`config.mk`:
```
export PLATFORM = sky130hd
export DESIGN_NAME = pmreg_regs
export DESIGN_NICKNAME = d
export VERILOG_FILES = /design/src/logic/pmreg_pkg.sv /design/src/logic/pmreg_idle_qual.sv /design/src/logic/pmreg_regs.sv
export SDC_FILE = /design/constraint.sdc
export NUM_CORES = 1
export LEC_CHECK = 0
export BUFFER_PORTS_ARGS = -buffer_cell sky130_fd_sc_hd__buf_2
export CELL_PAD_IN_SITES_DETAIL_PLACEMENT = 0
export CELL_PAD_IN_SITES_GLOBAL_PLACEMENT = 1
export CORE_AREA = 5 5 117 119
export CTS_CLUSTER_SIZE = 30
export DETAILED_ROUTE_END_ITERATION = 6
export DIE_AREA = 0 0 122 124
export PLACE_DENSITY = 0.93
export SETUP_SLACK_MARGIN = 0.1
export SYNTH_ARGS = -nofsm -noshare
export SYNTH_HDL_FRONTEND = slang
export SYNTH_HIERARCHICAL = 1
export SYNTH_SLANG_ARGS = --single-unit
```
`constraint.sdc`:
```
create_clock -name mclk -period 5.71 [get_ports mclk]
set_input_delay 1.142 -clock mclk [delete_from_list [all_inputs] [get_ports mclk]]
set_output_delay 1.142 -clock mclk [all_outputs]
set_load 0.005 [all_outputs]
```
`src/logic/pmreg_pkg.sv`:
```
// ----------------------------------------------------------------------------
// power-management register constants
// ----------------------------------------------------------------------------
package pmreg_pkg;

   // register byte offsets
   localparam logic [11:0] PMREG_OFF_CAP       = 12'h070;
   localparam logic [11:0] PMREG_OFF_CSR       = 12'h074;
   localparam logic [11:0] PMREG_OFF_TMR       = 12'h078;

   // capability word fields
   localparam int          PMREG_CAP_D1_BIT    = 25;
   localparam int          PMREG_CAP_D2_BIT    = 26;
   localparam int          PMREG_CAP_WAKE_LSB  = 27;
   localparam logic [4:0]  PMREG_CAP_WAKE_SUP  = 5'h19;
   localparam logic [24:0] PMREG_CAP_LOW_RST   = 25'h0020001;

   // control/status fields
   localparam int          PMREG_CSR_PS_LSB    = 0;
   localparam int          PMREG_CSR_WEN_BIT   = 8;
   localparam int          PMREG_CSR_WST_BIT   = 15;
   localparam logic [1:0]  PMREG_PS_D0         = 2'h0;
   localparam logic [1:0]  PMREG_PS_D1         = 2'h1;
   localparam logic [1:0]  PMREG_PS_D2         = 2'h2;
   localparam logic [1:0]  PMREG_PS_D3HOT      = 2'h3;
   localparam logic [1:0]  PMREG_PS_RST        = 2'h0;
   localparam logic        PMREG_WEN_RST       = 1'h0;
   localparam logic        PMREG_WST_RST       = 1'h0;

   // vendor timer register fields
   localparam int          PMREG_TMR_L1_LSB    = 0;
   localparam int          PMREG_TMR_L0S_LSB   = 16;
   localparam int          PMREG_TMR_MODE_BIT  = 31;
   localparam logic [15:0] PMREG_L1_RST        = 16'h03E8;
   localparam logic [11:0] PMREG_L0S_RST       = 12'h6D6;
   localparam logic        PMREG_MODE_RST      = 1'h0;
   localparam logic [5:0]  PMREG_STATE_LDOWN   = 6'h3F;

   // tick timing at 125 MHz
   localparam int          PMREG_CLK_PS        = 8000;
   localparam int          PMREG_US_TICK_PS    = 1000000;
   localparam int          PMREG_US_TICK_CYC   = PMREG_US_TICK_PS / PMREG_CLK_PS;
   localparam int          PMREG_NS4_TICK_PS   = 4000;
   localparam int          PMREG_NS4_PER_CYC   = PMREG_CLK_PS / PMREG_NS4_TICK_PS;

   typedef enum logic [1:0] {PMREG_IDLE, PMREG_QUAL, PMREG_ENTER} pmreg_qual_t;

endpackage

```
`src/logic/pmreg_idle_qual.sv`:
```
`timescale 1ns/1ps
`default_nettype none
// ----------------------------------------------------------------------------
// idle qualification timer: conditions must hold continuously for limit ticks
// ----------------------------------------------------------------------------
module pmreg_idle_qual #(
   parameter int TW = 16                      // limit width
) (
   input  wire logic          mclk,           // clock
   input  wire logic          sys_rst,        // sync reset
   input  wire logic          cond,           // entry conditions met
   input  wire logic          tick,           // one timer unit elapsed
   input  wire logic [TW-1:0] limit,          // ticks required
   output logic               enter           // one-cycle entry request
);

   pmreg_pkg::pmreg_qual_t st_r;
   logic [TW-1:0]          cnt_r;
   wire                    reached = (cnt_r >= limit);

   // count while conditions hold, restart whenever they drop
   always_ff @(posedge mclk)
   begin
      if (sys_rst || !cond)
      begin
         st_r  <= pmreg_pkg::PMREG_IDLE;
         cnt_r <= '0;
         enter <= 1'b0;
      end
      else
      begin
         enter <= 1'b0;
         unique case (st_r)
            pmreg_pkg::PMREG_IDLE:
            begin
               st_r  <= pmreg_pkg::PMREG_QUAL;
               cnt_r <= '0;
            end
            pmreg_pkg::PMREG_QUAL:
            begin
               if (reached)
               begin
                  st_r  <= pmreg_pkg::PMREG_ENTER;
                  enter <= 1'b1;
               end
               else if (tick)
                  cnt_r <= cnt_r + 1'b1;
            end
            pmreg_pkg::PMREG_ENTER:
               st_r <= pmreg_pkg::PMREG_ENTER;     // held until conditions drop
         endcase
      end
   end

endmodule
`default_nettype wire

```
`src/logic/pmreg_regs.sv`:
```
`timescale 1ns/1ps
`default_nettype none
// Overview of operation
// RL1: D1 and D2 support read zero.
// RL2: wake support field reads 0b11001.
// RL3: no wake forwarding while in D3cold.
// RL4: power state field read/write, D0 or D3hot.
// RL5: writes of codes 1, 2 ignored.
// RL6: wake enable gates wake message generation.
// RL7: wake enable survives hot reset.
// RL8: wake status sets on own event, W1C.
// RL9: forwarded wake leaves wake status alone.
// RL10: data select, scale, byte read zero.
// RL11: bus power bits read constant zero.
// RL12: L1 timer field, reset 0x3E8.
// RL13: L1 timer counts microsecond ticks.
// RL14: only upstream port uses L1 timer.
// RL15: L0s timer field, reset 0x6D6.
// RL16: L0s timer counts 4 ns ticks.
// RL17: bit 31 selects register layout.
// RL18: layout one reads state code.
module pmreg_regs #(
   parameter bit WAKE_STATUS_IMPL = 1'b1,     // 0 on port A: status reads zero
   parameter bit UPSTREAM_PORT    = 1'b1      // port direction
) (
   input  wire logic        mclk,             // clock
   input  wire logic        sys_rst,          // hot reset, sync, active high
   input  wire logic        fund_rst,         // fundamental reset, also clears sticky
   input  wire logic        cfg_rd,           // config read strobe
   input  wire logic        cfg_wr,           // config write strobe
   input  wire logic [11:0] cfg_addr,         // config byte address
   input  wire logic [3:0]  cfg_be,           // byte enables
   input  wire logic [31:0] cfg_wdata,        // write data
   output logic [31:0]      cfg_rdata,        // read data, valid cycle after cfg_rd
   output logic             cfg_rvalid,       // read data valid
   input  wire logic        own_wake_evt,     // port itself originates a wake event
   input  wire logic        fwd_wake_evt,     // wake message from below to propagate
   input  wire logic        d3cold,           // device in D3cold
   input  wire logic        l1_cond,          // all L1 entry conditions met
   input  wire logic        l0s_cond,         // all L0s entry conditions met
   input  wire logic [5:0]  pm_machine_state_code, // internal pm state machine
   output logic             wake_msg_send,    // send wake message upstream
   output logic             l1_enter,         // transmitter enters L1
   output logic             l0s_enter,        // transmitter enters L0s
   output logic [1:0]       power_state       // current device power state
);

   // -------------------------------------------------------------------------
   // register state
   // -------------------------------------------------------------------------
   logic [1:0]  device_power_state_field_r;
   logic        wake_message_enable_r;
   logic        wake_status_flag_r;
   logic [15:0] l1_entry_timer_r;
   logic [11:0] standby_entry_timer_r;
   logic        layout_select_bit_r;
   logic [6:0]  us_cnt_r;
   logic        us_tick_r;
   logic        l1_hit;
   logic        l0s_hit;

   // true when the bus address names the given register
   function automatic logic reg_hit(input logic [11:0] addr, input logic [11:0] off);
      reg_hit = (addr == off);
   endfunction

   // address decode and byte-lane strobes
   wire sel_cap = reg_hit(cfg_addr, pmreg_pkg::PMREG_OFF_CAP);
   wire sel_csr = reg_hit(cfg_addr, pmreg_pkg::PMREG_OFF_CSR);
   wire sel_tmr = reg_hit(cfg_addr, pmreg_pkg::PMREG_OFF_TMR);
   wire wr_csr  = cfg_wr && sel_csr;
   wire wr_tmr  = cfg_wr && sel_tmr;

   // power state write takes only supported codes
   wire [1:0] ps_wdata = cfg_wdata[pmreg_pkg::PMREG_CSR_PS_LSB +: 2];
   wire       ps_ok    = (ps_wdata == pmreg_pkg::PMREG_PS_D0)
                      || (ps_wdata == pmreg_pkg::PMREG_PS_D3HOT);  // [RL4] [RL5]
   wire       ps_we    = wr_csr && cfg_be[0] && ps_ok;             // [RL5]

   // wake enable and W1C strobes
   wire wen_we  = wr_csr && cfg_be[1];
   wire wst_clr = wr_csr && cfg_be[1] && cfg_wdata[pmreg_pkg::PMREG_CSR_WST_BIT];

   // -------------------------------------------------------------------------
   // power state (hot reset returns it to D0)
   // -------------------------------------------------------------------------
   always_ff @(posedge mclk)
   begin
      if (sys_rst || fund_rst)
         device_power_state_field_r <= pmreg_pkg::PMREG_PS_RST;
      else if (ps_we)
         device_power_state_field_r <= ps_wdata;                   // [RL4]
   end

   // -------------------------------------------------------------------------
   // sticky wake bits: only fundamental reset clears them
   // -------------------------------------------------------------------------
   always_ff @(posedge mclk)
   begin
      if (fund_rst)
         wake_message_enable_r <= pmreg_pkg::PMREG_WEN_RST;        // [RL7]
      else if (wen_we)
         wake_message_enable_r <= cfg_wdata[pmreg_pkg::PMREG_CSR_WEN_BIT];
   end

   // set wins over clear; forwarded messages do not touch status
   always_ff @(posedge mclk)
   begin
      if (fund_rst || !WAKE_STATUS_IMPL)
         wake_status_flag_r <= pmreg_pkg::PMREG_WST_RST;
      else if (own_wake_evt)
         wake_status_flag_r <= 1'b1;                               // [RL8] [RL9]
      else if (wst_clr)
         wake_status_flag_r <= 1'b0;                               // [RL8]
   end

   // wake message: own events when enabled, forwarded ones, never in D3cold
   always_ff @(posedge mclk)
   begin
      if (sys_rst || fund_rst)
         wake_msg_send <= 1'b0;
      else
         wake_msg_send <= !d3cold                                  // [RL3]
                       && ((own_wake_evt && wake_message_enable_r) // [RL6]
                       || fwd_wake_evt);
   end

   // -------------------------------------------------------------------------
   // vendor timer register; mode bit always writable
   // -------------------------------------------------------------------------
   always_ff @(posedge mclk)
   begin
      if (sys_rst || fund_rst)
      begin
         l1_entry_timer_r      <= pmreg_pkg::PMREG_L1_RST;         // [RL12]
         standby_entry_timer_r <= pmreg_pkg::PMREG_L0S_RST;        // [RL15]
         layout_select_bit_r   <= pmreg_pkg::PMREG_MODE_RST;
      end
      else if (wr_tmr)
      begin
         if (cfg_be[3])
            layout_select_bit_r <= cfg_wdata[pmreg_pkg::PMREG_TMR_MODE_BIT]; // [RL17]
         if (!layout_select_bit_r)
         begin
            if (cfg_be[0])
               l1_entry_timer_r[7:0]  <= cfg_wdata[7:0];
            if (cfg_be[1])
               l1_entry_timer_r[15:8] <= cfg_wdata[15:8];
            if (cfg_be[2])
               standby_entry_timer_r[7:0]  <= cfg_wdata[23:16];
            if (cfg_be[3])
               standby_entry_timer_r[11:8] <= cfg_wdata[27:24];
         end
      end
   end

   // -------------------------------------------------------------------------
   // 1 us tick divider from the 8 ns clock
   // -------------------------------------------------------------------------
   // last clock of each microsecond: restarts the divider and fires the tick
   wire us_wrap = (us_cnt_r == 7'(pmreg_pkg::PMREG_US_TICK_CYC - 1));

   always_ff @(posedge mclk)
   begin
      if (sys_rst || fund_rst || us_wrap)
         us_cnt_r <= '0;
      else
         us_cnt_r <= us_cnt_r + 7'h01;
   end

   always_ff @(posedge mclk)
   begin
      if (sys_rst || fund_rst)
         us_tick_r <= 1'b0;
      else
         us_tick_r <= us_wrap;                                     // [RL13]
   end

   // -------------------------------------------------------------------------
   // entry qualification timers
   // -------------------------------------------------------------------------
   // L1 timer in microsecond ticks, only upstream ports qualify
   pmreg_idle_qual #(.TW(16)) u_l1_qual (
      .mclk    (mclk),
      .sys_rst (sys_rst || fund_rst),
      .cond    (l1_cond && UPSTREAM_PORT),                         // [RL14]
      .tick    (us_tick_r),                                        // [RL13]
      .limit   (l1_entry_timer_r),
      .enter   (l1_hit)
   );

   // L0s limit in 4 ns units: two units per 8 ns clock
   wire [12:0] l0s_limit_cyc = 13'({1'b0, standby_entry_timer_r} + 13'h0001)
                               >> 1;                               // [RL16]

   pmreg_idle_qual #(.TW(13)) u_l0s_qual (
      .mclk    (mclk),
      .sys_rst (sys_rst || fund_rst),
      .cond    (l0s_cond),
      .tick    (1'b1),
      .limit   (l0s_limit_cyc),
      .enter   (l0s_hit)
   );

   always_ff @(posedge mclk)
   begin
      if (sys_rst || fund_rst)
      begin
         l1_enter  <= 1'b0;
         l0s_enter <= 1'b0;
      end
      else
      begin
         l1_enter  <= l1_hit;
         l0s_enter <= l0s_hit;
      end
   end

   always_ff @(posedge mclk)
   begin
      if (sys_rst || fund_rst)
         power_state <= pmreg_pkg::PMREG_PS_RST;
      else
         power_state <= device_power_state_field_r;
   end

   // -------------------------------------------------------------------------
   // read data assembly
   // -------------------------------------------------------------------------
   // capability: low fields fixed, D1/D2 zero, wake support pattern
   wire [31:0] cap_word = {pmreg_pkg::PMREG_CAP_WAKE_SUP,          // [RL2]
                           1'b0, 1'b0,                             // [RL1]
                           pmreg_pkg::PMREG_CAP_LOW_RST};

   // data byte, bus power bits, data scale/select read zero
   wire [31:0] csr_word = {8'h00,                                  // [RL10]
                           1'b0, 1'b0,                             // [RL11]
                           6'h00,
                           wake_status_flag_r,
                           2'h0, 4'h0,                             // [RL10]
                           wake_message_enable_r,
                           6'h00,
                           device_power_state_field_r};

   wire [31:0] tmr_word = layout_select_bit_r ?
                          {1'b1, 25'h0000000, pm_machine_state_code} :     // [RL18]
                          {1'b0, 3'h0, standby_entry_timer_r, l1_entry_timer_r}; // [RL17]

   wire [31:0] rd_mux = sel_cap ? cap_word :
                        sel_csr ? csr_word :
                        sel_tmr ? tmr_word : 32'h00000000;

   always_ff @(posedge mclk)
   begin
      if (sys_rst || fund_rst)
      begin
         cfg_rdata  <= 32'h00000000;
         cfg_rvalid <= 1'b0;
      end
      else
      begin
         cfg_rdata  <= cfg_rd ? rd_mux : 32'h00000000;
         cfg_rvalid <= cfg_rd;
      end
   end

endmodule
`default_nettype wire

```
==> qor.yml <==
clock_network:
  clk_path_buf_depth: 2
  cts_buffers: 9
  post_cts_buffers: 0
  htree_num_levels: 3
  clk_pin_slew_worst_paths_ns: 0.07
  cts_tree: "yes"
  hold_buffers: 0
  clockRootBuffer: "clkbuf_16"
  cts.sinks: 112
  ctsResizeCount: 0
  clock_latency_ns: 0.36
timing:
  tightest_slew_ns: 0.7806
  min_period_ns: 3.495
  finalHoldViolations: 0
  drv_slew: 0
  fin_skew_ns: 0.009441
  fmax_mhz: 286.1
  finalCritPeriodShare_pct: 61.21
  rsz0062_at_grt: "false"
  relSlewSlack_pct: 47.51
  final.setup.tns_ns: 0
  setup_viol: 0
outcome:
  status: "finished clean"
worst_hold_path:
  hold_path_class: "reg -> reg"
power:
  pwr-share-comb_pct: 4.2
  switching_power_uw: 329.6
  worst_ir_drop_vdd_mv: 0.1149
  p_int_uw: 1108
  clkPwrFrac_pct: 41.3
  power_leakage_uw: 0.002892
  seq_power_share_pct: 54.6
  switching_share_pct: 22.93
  power_density_nw_per_um2: 220.4
drt:
  vias: 4702
  wire_per_inst_um: 14.74
  drc: 0
  routed_wl_um: 13050
  first_pass_iters: 5
  drt_iter0_markers: 349
  antenna_left: 0
  viasPerCell: 5.313
die:
  ios: 102
  core_um2: 12470
  dieWidth_um: 122
  start_util_pct: 45.14
  die_h_um: 124
  die_area_um2: 15130
  num_rows: 41
placement:
  numPortBuffers: 96
  hpwl_um: 10130
  placed_cells: 869
  gp_congestion: 0.8137
yosys:
  yosysWarnings: 6
  netlist_instances: 616
  syn_area_um2: 5627
  synth_seq_cells: 112
  ys_async_sr_fraction_pct: 0
  syn_area_per_cell_um2: 9.134
  synth_edf_count: 0
  synth_flop_cell: "dfxtp_1"
  synth.yosys.seq_area_share_pct: 39.85
  synth_cell_types: 70
setup_path:
  cp.arrival_ns: 3.79
  critPathMaxFanout: 17
  path_delay_family: "simple AND/OR/NAND/NOR gates"
  start_kind: "flip-flop"
  cpPeakStageDelay_ns: 0.75
  path_buf_inv: 1
  worstPathRequired_ns: 6.01
  critPathSlowestCell: "or4b_1"
  critical_path.cell_chain: "and3_1 -> nand3_1 -> nor3_1 -> xnor2_1 -> inv_1 -> ha_1 -> and3_1 -> o21ai_2 -> o211ai_2 -> or4b_1 -> or4_1 -> nand3_1"
  worstSetupPathType: "reg -> reg"
  critPathCaptureType: "flip-flop"
finish:
  fin_nets: 810
  stdcell_count: 885
  synthToLayoutAreaGrowth_pct: 15.90
  multi_input_area_um2: 3107
  diodes: 0
  fillers: 1169
  register_area_um2: 2242
  drive_above_1_share_pct: 19.50
grt:
  grt_pass1_vias: 4628
  grt_start_max_net_pins: 21
  grt-ovfl-total: 0
  grt_pass1_wl_um: 21740
  grtUsageTotal_pct: 18.06
  grt_antenna_before_repair: 0
job:
  cap_viol_max_count: 0
[cells in the final DEF (no fill, tap or decap), types with 16 or more instances in the layout]
cell / instances
inv_1: 45
nor2_1: 48
a21oi_1: 16
nand3_1: 37
dfxtp_1: 112
mux2i_1: 37
ha_1: 38
and2_1: 25
buf_2: 96
nand2_1: 56
[final cells by class]
type,instances,area share (%)
clock inverters,6,0.6907
well taps,172,3.300
clock buffers,10,3.511
repair buffers,100,7.828
flip-flops and latches,112,34.38
multi-input cells,439,47.64
inverters,46,2.648
[path summary, 6_finish.rpt]
check        slack (ns)  depth (start not counted)                          endpoint                                   from
min reg2reg        0.44                          1              l0s_enter$_SDFF_PP0_            u_l0s_qual/enter$_SDFF_PP0_
min                0.44                          1              l0s_enter$_SDFF_PP0_            u_l0s_qual/enter$_SDFF_PP0_
max                2.21                         12  u_l0s_qual/cnt_r[5]$_SDFFE_PP0P_  standby_entry_timer_r[4]$_SDFFE_PP1P_
max reg2reg        2.21                         12  u_l0s_qual/cnt_r[5]$_SDFFE_PP0P_  standby_entry_timer_r[4]$_SDFFE_PP1P_
[cells in the mapped netlist (all sizes together), types with 5 or more instances]
library cell    n  share of area, %
inv            45               3.0
and3           11               1.2
nand4          11               1.8
a22o            6              0.96
a21oi          16               1.4
dfxtp         112                40
nor3           13               1.2
nand3          37               3.3
nand2          56               3.7
a21o            9               1.2
and2           27               3.1
clkbuf         13              0.87
nor2           48               3.2
xnor2           7               1.1
nand2b          5              0.56
o21ai           9              0.87
ha             38               8.5
mux2i          37               6.6
or4            12               1.8
buf             9               1.3
nor2b           6              0.67
a211o           5              0.82
nor4           12               2.4
xor2            8               1.2
o211ai          8               1.2
[power groups by stage]
| stage | sequential (uW) | clock (uW) | combinational [uW] |
|---|---|---|---|
| detailed placement | 803 | 0 | 59.6 |
| CTS | 784 | 610 | 59.8 |
| global route | 785 | 643 | 66.3 |
| finish | 784 | 593 | 59.8 |
| global placement | 803 | 0 | 57.8 |
| floorplan | 802 | 0 | 29.3 |
[per-layer routing]
metal | share of wire [%] | up-vias | wire (um) | GRT usage, %
met1 | 44 | 2217 | 5692 | 21.72
met2 | 50 | 110 | 6508 | 32.18
met4 | 1.9 | 0 | 244 | 6.583
li1 | - | 2355 | - | -
met3 | 4.6 | 20 | 603 | 3.406
met5 | 0 | - | 0 | 0
[flip-flops by register name, summed over array words and instances, names as in the netlist, 2 cells and up]
register	flops
u_l1_qual/cnt_r	16
device_power_state_field_r	2
us_cnt_r	7
power_state	2
u_l0s_qual/cnt_r	13
u_l1_qual/st_r	2
standby_entry_timer_r	12
u_l0s_qual/st_r	2
l1_entry_timer_r	16
cfg_rdata	30
[metrics by stage]
step           total power [uW]  setup slack, ns  cell area, um^2  hold WS (ns)  util, %
5_1_grt                    1494            1.931             6521        0.4489    52.31
2_1_floorplan             831.6            2.654             5638        0.4057        -
3_3_place_gp              860.3            2.136             6247        0.4141    50.12
3_5_place_dp              862.3            2.083             6247        0.4165    50.12
6_report                   1437            2.215             6521        0.4355    52.31
4_1_cts                    1454            2.227             6521        0.4446    52.31
[worst reg2reg max path, delay by kind of cell (launching register included)]
| family | cells | cell delay, ns |
|---|---|---|
| compound gates | 2 | 0.30 |
| xor+xnor | 1 | 0.15 |
| fa+ha+maj | 1 | 0.30 |
| buf+inv | 1 | 0.06 |
| flops | 1 | 0.44 |
| simple gates | 7 | 2.20 |
[cell families (layout without fill, tap and decap cells)]
logic type	Yosys count	count (layout)	share of synthesized area (%)
simple gates	262	262	26.44
flops	112	112	39.85
compound gates	81	81	10.70
mux	38	38	6.849
buf+inv	68	162	5.248
other cells	2	5	0.1335
fa+ha+maj	38	38	8.450
xor+xnor	15	15	2.335
Power figures use the tool's default switching activity.
